==> config.mk <==
export PLATFORM = sky130hd
export DESIGN_NAME = pie_intr_status
export DESIGN_NICKNAME = d
export VERILOG_FILES = /design/src/design/pie_pkg.sv /design/src/design/pie_flag_if.sv /design/src/design/pie_intr_status.sv /design/src/design/pie_flag_bank.sv
export SDC_FILE = /design/constraint.sdc
export NUM_CORES = 1
export LEC_CHECK = 0
export ABC_AREA = 1
export BUFFER_PORTS_ARGS = -buffer_cell sky130_fd_sc_hd__buf_2
export CAP_MARGIN = 20
export CORE_MARGIN = 5
export CORE_UTILIZATION = 50
export CTS_CLUSTER_DIAMETER = 80
export DETAILED_ROUTE_END_ITERATION = 8
export GPL_TIMING_DRIVEN = 0
export PLACE_DENSITY = 0.8
export RECOVER_POWER = 100
export SLEW_MARGIN = 20
export SYNTH_ARGS = -nofsm -noshare
export SYNTH_HDL_FRONTEND = slang
export SYNTH_HIERARCHICAL = 1
export SYNTH_SLANG_ARGS = --single-unit
==> constraint.sdc <==
create_clock -name clk -period 1.9 [get_ports clk]
set_input_delay 0.095 -clock clk [delete_from_list [all_inputs] [get_ports clk]]
set_output_delay 0.095 -clock clk [all_outputs]
set_load 0.02 [all_outputs]
==> src/design/pie_pkg.sv <==
// Constants and field layout of the PHY interrupt control/status block.
package pie_pkg;
    localparam int PIE_NUM_EVT = 8;
    localparam int PIE_ADDR_W = 5;
    localparam int PIE_DATA_W = 16;
    // Management register address of the control/status register.
    localparam logic [4:0] PIE_REG_ADDR = 5'h11;
    localparam logic [15:0] PIE_REG_RESET = 16'h0000;
    localparam logic [7:0] PIE_BYTE_ZERO = 8'h00;
    localparam logic [15:0] PIE_DATA_ZERO = 16'h0000;
    // Status flag positions in the low byte; enables sit eight higher.
    localparam int PIE_BIT_AUTONEG_DONE = 0;
    localparam int PIE_BIT_REMOTE_FAULT = 1;
    localparam int PIE_BIT_LINK_STATUS_CHANGE = 2;
    localparam int PIE_BIT_LINK_PARTNER_ACK = 3;
    localparam int PIE_BIT_PARALLEL_DETECT_FAULT = 4;
    localparam int PIE_BIT_RECEIVE_ERROR = 5 + 1;
    localparam int PIE_BIT_PAGE_RECEIVED = 5;
    localparam int PIE_BIT_JABBER = 7;
    localparam int PIE_EN_LSB = 8;
    localparam int PIE_EN_MSB = 15;
    localparam int PIE_FLAG_MSB = 7;
endpackage

==> src/design/pie_flag_if.sv <==
// Carrier between the register front end and the sticky flag bank.
`timescale 1ns/10ps
interface pie_flag_if;
    logic [7:0] event_set;
    logic [7:0] flag_clear;
    logic [7:0] flags;
    modport bank (input event_set, input flag_clear, output flags);
    modport ctrl (output event_set, output flag_clear, input flags);
endinterface

==> src/design/pie_intr_status.sv <==
// Top of the PHY interrupt control/status register and its interrupt.
//
// What this block does
// RULE1 - Eight status flags, bits 0..7, each latch high on their PHY event.
// RULE2 - A management read of the register clears the flags; writes never do.
// RULE3 - Bits 8..15 are enables; each lets flag eight lower raise the interrupt.
// RULE4 - Register answers at management address 0x11 and resets to 0x0000.
// RULE5 - Flags may be polled by reading, with all interrupts disabled.
// RULE6 - Flags 7..0: jabber, rx error, page, detect, ack, link, fault, aneg.
// RULE7 - Enables mirror flags eight higher and are read/write.
// RULE8 - Event during clearing read keeps flag set; interrupt is OR of enabled.
`timescale 1ns/10ps
module pie_intr_status
    import pie_pkg::*;
(
    input wire logic clk,
    input wire logic rst_n,
    input wire logic [4:0] mgmt_addr,
    input wire logic mgmt_rd,
    input wire logic mgmt_wr,
    input wire logic [15:0] mgmt_wdata,
    output logic [15:0] mgmt_rdata,
    output logic mgmt_rvalid,
    input wire logic jabber_event,
    input wire logic receive_error_event,
    input wire logic page_received_event,
    input wire logic parallel_detect_fault_event,
    input wire logic link_partner_ack_event,
    input wire logic link_status_change_event,
    input wire logic remote_fault_event,
    input wire logic autoneg_done_event,
    output logic phy_interrupt
);
    // ------------------------------------------------------------
    // State and decode
    // ------------------------------------------------------------
    typedef struct packed {
        logic [7:0] enables;
        logic [15:0] rdata;
        logic rvalid;
        logic irq;
    } pie_state_t;

    pie_state_t state;
    pie_state_t next_state;
    logic [7:0] events;
    logic rd_hit;
    logic wr_hit;
    logic [7:0] next_flags;
    pie_flag_if fl();

    // Gather events into their flag positions.
    always_comb begin
        events = PIE_BYTE_ZERO;
        events[PIE_BIT_JABBER] = jabber_event; // [RULE6]
        events[PIE_BIT_RECEIVE_ERROR] = receive_error_event;
        events[PIE_BIT_PAGE_RECEIVED] = page_received_event;
        events[PIE_BIT_PARALLEL_DETECT_FAULT] = parallel_detect_fault_event;
        events[PIE_BIT_LINK_PARTNER_ACK] = link_partner_ack_event;
        events[PIE_BIT_LINK_STATUS_CHANGE] = link_status_change_event;
        events[PIE_BIT_REMOTE_FAULT] = remote_fault_event;
        events[PIE_BIT_AUTONEG_DONE] = autoneg_done_event;
    end

    // Address decode; other addresses belong to other PHY registers.
    assign rd_hit = mgmt_rd && (mgmt_addr == PIE_REG_ADDR); // [RULE4]
    assign wr_hit = mgmt_wr && (mgmt_addr == PIE_REG_ADDR); // [RULE4]

    // ------------------------------------------------------------
    // Sticky flags
    // ------------------------------------------------------------
    // A read clears every flag; the bank lets a same-cycle event win.
    assign fl.event_set = events; // [RULE1]
    assign fl.flag_clear = rd_hit ? 8'hFF : PIE_BYTE_ZERO; // [RULE2]

    pie_flag_bank #(
        .WIDTH(PIE_NUM_EVT)
    ) u_flags (
        .clk(clk),
        .rst_n(rst_n),
        .fl(fl.bank)
    );

    // Mirror of the bank's next value, so the interrupt is a flop that
    // tracks the flags with no extra cycle of lag.
    assign next_flags = (fl.flags & ~fl.flag_clear) | events; // [RULE8]

    // ------------------------------------------------------------
    // Register access and interrupt
    // ------------------------------------------------------------
    // A read is answered one cycle after its strobe, and the answer
    // stands for that cycle only; rvalid pulses for any address so the
    // management controller never waits on a miss.
    // The read data shows the flags as they were before the clearing
    // edge, so an event in the read's own cycle is reported by the
    // next read instead of being lost. A read and a write in one cycle
    // both act: the read returns the old enables.
    // The interrupt is registered, which keeps the pin glitch free; it
    // moves on the same edge as the flags that drive it.
    always_comb begin
        next_state = state;
        next_state.rvalid = mgmt_rd;
        // Misses read as zero so a shared read mux can OR answers.
        next_state.rdata = PIE_DATA_ZERO;
        if (rd_hit) begin
            next_state.rdata = {state.enables, fl.flags}; // [RULE5] [RULE7]
        end
        // Writes touch only the enables; the flag byte is ignored.
        if (wr_hit) begin
            next_state.enables = mgmt_wdata[PIE_EN_MSB:PIE_EN_LSB]; // [RULE7]
        end
        next_state.irq = |(next_flags & next_state.enables); // [RULE3]
    end

    // Register the state; synchronous reset loads the documented zeros.
    always_ff @(posedge clk) begin
        if (!rst_n) begin
            state <= '0; // [RULE4]
        end else begin
            state <= next_state;
        end
    end

    // Every output comes straight from the state flops.
    assign mgmt_rdata = state.rdata;
    assign mgmt_rvalid = state.rvalid;
    assign phy_interrupt = state.irq;
endmodule // pie_intr_status

==> src/design/pie_flag_bank.sv <==
// Bank of sticky event flags where a set always beats a clear.
`timescale 1ns/10ps
module pie_flag_bank
    import pie_pkg::*;
#(
    parameter int WIDTH = 8
) (
    input wire logic clk,
    input wire logic rst_n,
    pie_flag_if.bank fl
);
    typedef struct packed {
        logic [WIDTH-1:0] flags;
    } pie_bank_state_t;

    pie_bank_state_t state;
    pie_bank_state_t next_state;

    // Clear first, then OR in events, so a clashing event survives.
    always_comb begin
        next_state = state;
        next_state.flags = (state.flags & ~fl.flag_clear) | fl.event_set;
    end

    // Register the state; synchronous reset to all zeros.
    always_ff @(posedge clk) begin
        if (!rst_n) begin
            state <= '0;
        end else begin
            state <= next_state;
        end
    end

    // The flags leave the bank straight from its flops.
    assign fl.flags = state.flags;
endmodule // pie_flag_bank

==> impl_results.md, run 1 <==
- Worst min-delay path class: in2reg
- Core footprint: 2780 um2
- Die H: 64.3 um
- Failing checks: hold timing
- Nets: 288
- Hold slack: -0.000569 ns
- Clock sinks: 34
- Final wirelength: 2890 um
- RSZ-0062 raised after global routing: false
- Leakage: 0.921 nW
- Crit path launch type: input port
- Outcome: complete, but fails checks
- Reg2Reg Depth: 6
- Mean Syn Cell Area: 7.30 um2
- Finished Core Util: 64.1%
- Residual DRC: 0
- Per-cell routed wire length: 10.1 um
- I/O Buffers: 41
- Grt ovf: 0
- Critical Path RT: 2.17 ns
- Final Hold Viols: 1
- Worst Path Max Fanout: 10
- Yosys warnings: 6
- Pwr dens: 704 nW/um2
- 1st-pass router iterations: 4
- Synth area leaders: dfxtp_1 46%, nand2_1 13%, inv_1 12%
- Synth top area share: 46.2%
- Yosys top cell by area: dfxtp_1
- Crit path capture type: register
- Clk_lat worst skew: 0.33 ns
- Vias in the first global route: 1240
- Fmax: 809 MHz
- Final Critical Period: 1.24 ns
- Layout area overhead: 21.0%
- Antenna Violating Nets Remaining: 0
- Cell with the most instances after synthesis: nand2_1
- Die area: 4130 um2
- Post-synthesis cell type count: 19
- Initial antenna violation count: 0
- Hold Crit Start: mgmt_rd
- Fin cells: 287
- Asr flop ratio synth: 0%
- Number of gates resized after cts: 0
- Part of the cycle the worst path needs: 65.0%
- Vias: 1261
- Gpl congestion: 0.814
- Synth Instances: 202
- CP Data Arrival Time: 1.50 ns
- Global-route wire length before repair: 5040 um
- Top-Level Pins: 51
- Top post-synthesis cells by count: 52 x nand2_1, 46 x inv_1, 34 x dfxtp_1
- Antenna Cells: 0
- CTS tree: done
- Share of cells above drive strength 1: 19.5%
- Worst reg2reg setup slack: 0.98 ns
- Register area share after synthesis: 46.2%
- R2R Path End: phy_interrupt
- Final Slew Violations: 0
- Slew headroom: 68.0%
- Detailed Place HPWL: 2180 um
- Reg clk slew, reported paths: 0.10 ns
- Placed inst area: 1720 um2
- Worst r2r src: state[24]
- Row cnt: 19
- VDD IR max: 608 uV
- Drt via density: 4.39
- Clock root buffer: clkbuf_4
- Pre-CTS setup slack: 0.616 ns
- Post-Syn Area: 1470 um2
- Global Route Usage Sum: 15.4%
- Worst Hold End: mgmt_rvalid
- Htree depth: 2
- EDFF count, synth: 0
- Num CTS Buffers: 5
- Number of synthesized register bits: 34
- Initial core utilization: 53.0%
- Most common flop cell mapped by yosys: dfxtp_1
- Net count after synthesis: 235
- Setup violations, final: 0
- Placed cell count: 274
- Max-Cap Viols: 0
- Post-CTS Setup Bufs: 0
- Largest net degree at the start of global routing: 11
- Die X: 64.3 um
- Detailed Route Iter0 Violations: 57
- Hold Crit Depth: 3
- Crit Path Class: in2reg
- CTS Hold Buffers Added: 5
- Final WS setup: 0.664 ns
- Final setup TNS: 0 ns
- Clk_skew: 0.00565 ns
- Worst Tran Pin Value: 0.481 ns
- Finished Cell Area: 1780 um2
- Clk buf depth: 2
## sequential cells by signal, indices dropped and copies added (netlist names)
name              count
mgmt_rvalid           1
phy_interrupt         1
u_flags/fl.flags      8
mgmt_rdata           16
state                 8
## power breakdown
part	internal [W]	switching, W	leakage [nW]	total (W)
sequential	0.000728	0.00000974	0.277	0.000738
combinational	0.0000477	0.0000628	0.609	0.000110
clock	0.000179	0.000227	0.0353	0.000407
total	0.000955	0.000300	0.921	0.00125
## stage by stage
stage,hold WS [ns],total power (W)
after floorplan,0.224,0.000814
after global placement,0.345,0.000858
after detailed placement,0.350,0.000861
after CTS,0.00159,0.00127
after global routing,0.00894,0.00132
final,-0.000569,0.00125
## per-layer routing
layer	global-route usage (%)	share of wire (%)
met3	5.43	7.8
met1	17.7	44
met5	0	0
met4	6.11	1.2
met2	25.9	47
## cell usage in the layout (no fill, tap or decap), drive strengths merged
master and count:
inv 47, dfxtp 34, nand2 53, nand3 1, nor2 22, a21oi 16
clkbuf 29, nand4 9, buf 37, o21ai 1, clkinv 2, dlygate4sd3 5
## area by class of cell
| type | instances | area (um2) |
|---|---|---|
| fillers | 271 | 998 |
| clock buffers | 7 | 55.1 |
| inverters | 48 | 180 |
| multi-input cells | 102 | 464 |
| well taps | 31 | 38.8 |
| repair buffers | 46 | 230 |
| flip-flops and latches | 34 | 681 |
| clock inverters | 1 | 5.00 |
| plain buffers | 18 | 129 |
## critical path, stage by stage
cell	delay, ns
clkbuf_1	0.09
inv_1	0.06
nand2_2	0.04
nor2_1	0.35
nand3_1	0.36
clkbuf_1	0.34
nor2_1	0.17
## how the worst max path moves through the flow
stage                  start  depth (start not counted)            end  slack (ns)
2_1_floorplan   mgmt_addr[0]                          9  phy_interrupt        0.90
3_3_place_gp    mgmt_addr[0]                         10  phy_interrupt        0.64
3_5_place_dp    mgmt_addr[0]                         10  phy_interrupt        0.62
4_1_cts        mgmt_rdata[5]                          2  mgmt_rdata[5]        0.88
5_1_grt         mgmt_addr[3]                          7  mgmt_rdata[4]        0.45
6_report        mgmt_addr[3]                          7  mgmt_rdata[4]        0.66
## kinds of logic after synthesis
family                 count (synthesis)  synth area share [%]
buffers and inverters                 66                  21.1
flip-flops                            34                  46.2
AO/OA/AOI/OAI                         17                  5.77
AND/OR/NAND/NOR                       85                  27.0
(Power assumes the default switching activity.)
==> run 2, diff against run 1 <==
Settings changed: CORE_UTILIZATION 50 to 44, PLACE_DENSITY 0.8 to 0.74.
Clock period 1.9 ns to 1.05 ns, I/O delays scaled along.
==> impl_results.md, run 2 (synthesized netlist as in run 1, its figures left out) <==
- Clk buf depth: 2
- Vias: 1266
- Detailed Route Iter0 Violations: 68
- Pwr dens: 1220 nW/um2
- Finished Core Util: 57.1%
- Final WS setup: 0.0839 ns
- Crit Path Class: reg2out
- Antenna Violating Nets Remaining: 0
- Worst min-delay path class: in2reg
- 1st-pass router iterations: 4
- Final setup TNS: 0 ns
- Detailed Place HPWL: 2110 um
- Post-CTS Setup Bufs: 0
- Finished Cell Area: 1880 um2
- Outcome: finished clean
- P_sw: 0.000553 W
- Reg clk slew, reported paths: 0.10 ns
- Max reg flops: 16
- CTS tree: done
- Clock root buffer: clkbuf_4
- Leakage: 1.00 nW
- Grt ovf: 0
- Crit path launch type: register
- Largest net degree at the start of global routing: 11
- Clock power frac: 32.5%
- Internal power: 0.00174 W
- Clk_lat worst skew: 0.34 ns
- Max-Cap Viols: 0
- Most common cell after layout, fill and taps aside: nand2_1
- Htree depth: 2
- I/O Buffers: 41
- Global Route Usage Sum: 14.2%
- VDD IR max: 736 uV
- Footprint of the multi-input gates: 475 um2
- Row cnt: 21
- Fmax: 1040 MHz
- Initial core utilization: 44.9%
- Clk_skew: 0.00971 ns
- Nets: 292
- Die H: 67.9 um
- Delay-heaviest family, CP: flip-flops
- Slew headroom: 78.8%
- CP Data Arrival Time: 0.91 ns
- FF/Latch Area: 681 um2
- Part of the cycle the worst path needs: 92.0%
- Hold slack: 0.0181 ns
- Antenna Cells: 0
- Register share of total power: 58.3%
- Fill count: 329
- Top-Level Pins: 51
- Layout area overhead: 27.2%
- Pre-CTS setup slack: -0.175 ns
- Worst path cell trace: buf_4 > clkbuf_2
- Slowest-stage cell, CP: dfxtp_1
- Worst path bufs/invs: 2
- Share of cells above drive strength 1: 26.5%
- Die area: 4610 um2
- Core footprint: 3280 um2
- Max incr delay on CP: 0.32 ns
- Residual DRC: 0
- Vias in the first global route: 1154
- Power share of the combinational group: 9.2%
- Drt via density: 4.14
- Die X: 67.9 um
- Crit path capture type: output port
- Critical Path RT: 1.00 ns
- Final Critical Period: 0.966 ns
- Most frequent cells in the layout: 53 x nand2_1, 46 x inv_1, 34 x dfxtp_1
- Gpl congestion: 0.767
- Num CTS Buffers: 5
- Final Hold Viols: 0
- Per-cell routed wire length: 9.28 um
- Initial antenna violation count: 0
- Worst Tran Pin Value: 0.317 ns
- Sw Share: 24.1%
- Final Slew Violations: 0
- Setup violations, final: 0
- Clock sinks: 34
- Worst Path Max Fanout: 1
- Final wirelength: 2840 um
- Global-route wire length before repair: 4730 um
- RSZ-0062 raised after global routing: false
- Placed inst area: 1740 um2
==> run 2: per-stage QoR <==
stage / total power (W) / std cells
3_5_place_dp: 0.00156 / 289
6_report: 0.00229 / 306
2_1_floorplan: 0.00147 / 202
5_1_grt: 0.00240 / 306
3_3_place_gp: 0.00155 / 289
4_1_cts: 0.00233 / 306
==> run 2: what timing repair did <==
action / in CTS / in global routing
resized for setup: 0 / 0
setup endpoints to repair: 0 / 0
endpoints found under the hold margin: 9 / 0
hold buffers: 9 / 0
==> run 2: power groups by stage <==
| stage | logic [W] | clock network, W | registers [W] |
|---|---|---|---|
| final | 0.000211 | 0.000745 | 0.00134 |
| after global routing | 0.000242 | 0.000821 | 0.00134 |
| after CTS | 0.000217 | 0.000773 | 0.00134 |
| after detailed placement | 0.000191 | 0 | 0.00137 |
| after global placement | 0.000189 | 0 | 0.00136 |
| after floorplan | 0.000107 | 0 | 0.00137 |
==> run 2: tightest hold or removal path: cells and delay by family <==
family / cells / cell delay (ns)
AOI/OAI and AO/OA: 1 / 0.06
buffers and inverters: 1 / 0.10
and+or+nand+nor: 1 / 0.10
==> run 2: path summary, 6_finish.rpt <==
| check | startpoint | to | slack, ns | cells after the start |
|---|---|---|---|---|
| setup / recovery | mgmt_rdata[4] | mgmt_rdata[4] | 0.08 | 2 |
| hold / removal | mgmt_wdata[13] | state[23] | 0.02 | 3 |
| setup reg to reg | state[24] | phy_interrupt | 0.17 | 6 |
| hold reg to reg | state[23] | mgmt_rdata[13] | 0.43 | 2 |
==> run 2: final cells by class <==
type / instances / area share, %
buffer: 18 / 6.94
sequential: 34 / 36.3
clock inverter: 1 / 0.267
multi-input combinational: 102 / 25.4
inverter: 48 / 9.61
tap: 46 / 3.07
timing repair buffer: 50 / 15.5
clock buffer: 7 / 2.94
==> run 2: layer usage <==
layer | vias up | wire [um] | share of wire, % | GRT usage (%)
met4 | 0 | 43 | 1.5 | 6.70
li1 | 698 | - | - | -
met3 | 4 | 235 | 8.3 | 5.58
met1 | 526 | 1270 | 45 | 15.9
met5 | - | 0 | 0 | 0
met2 | 38 | 1290 | 45 | 23.5
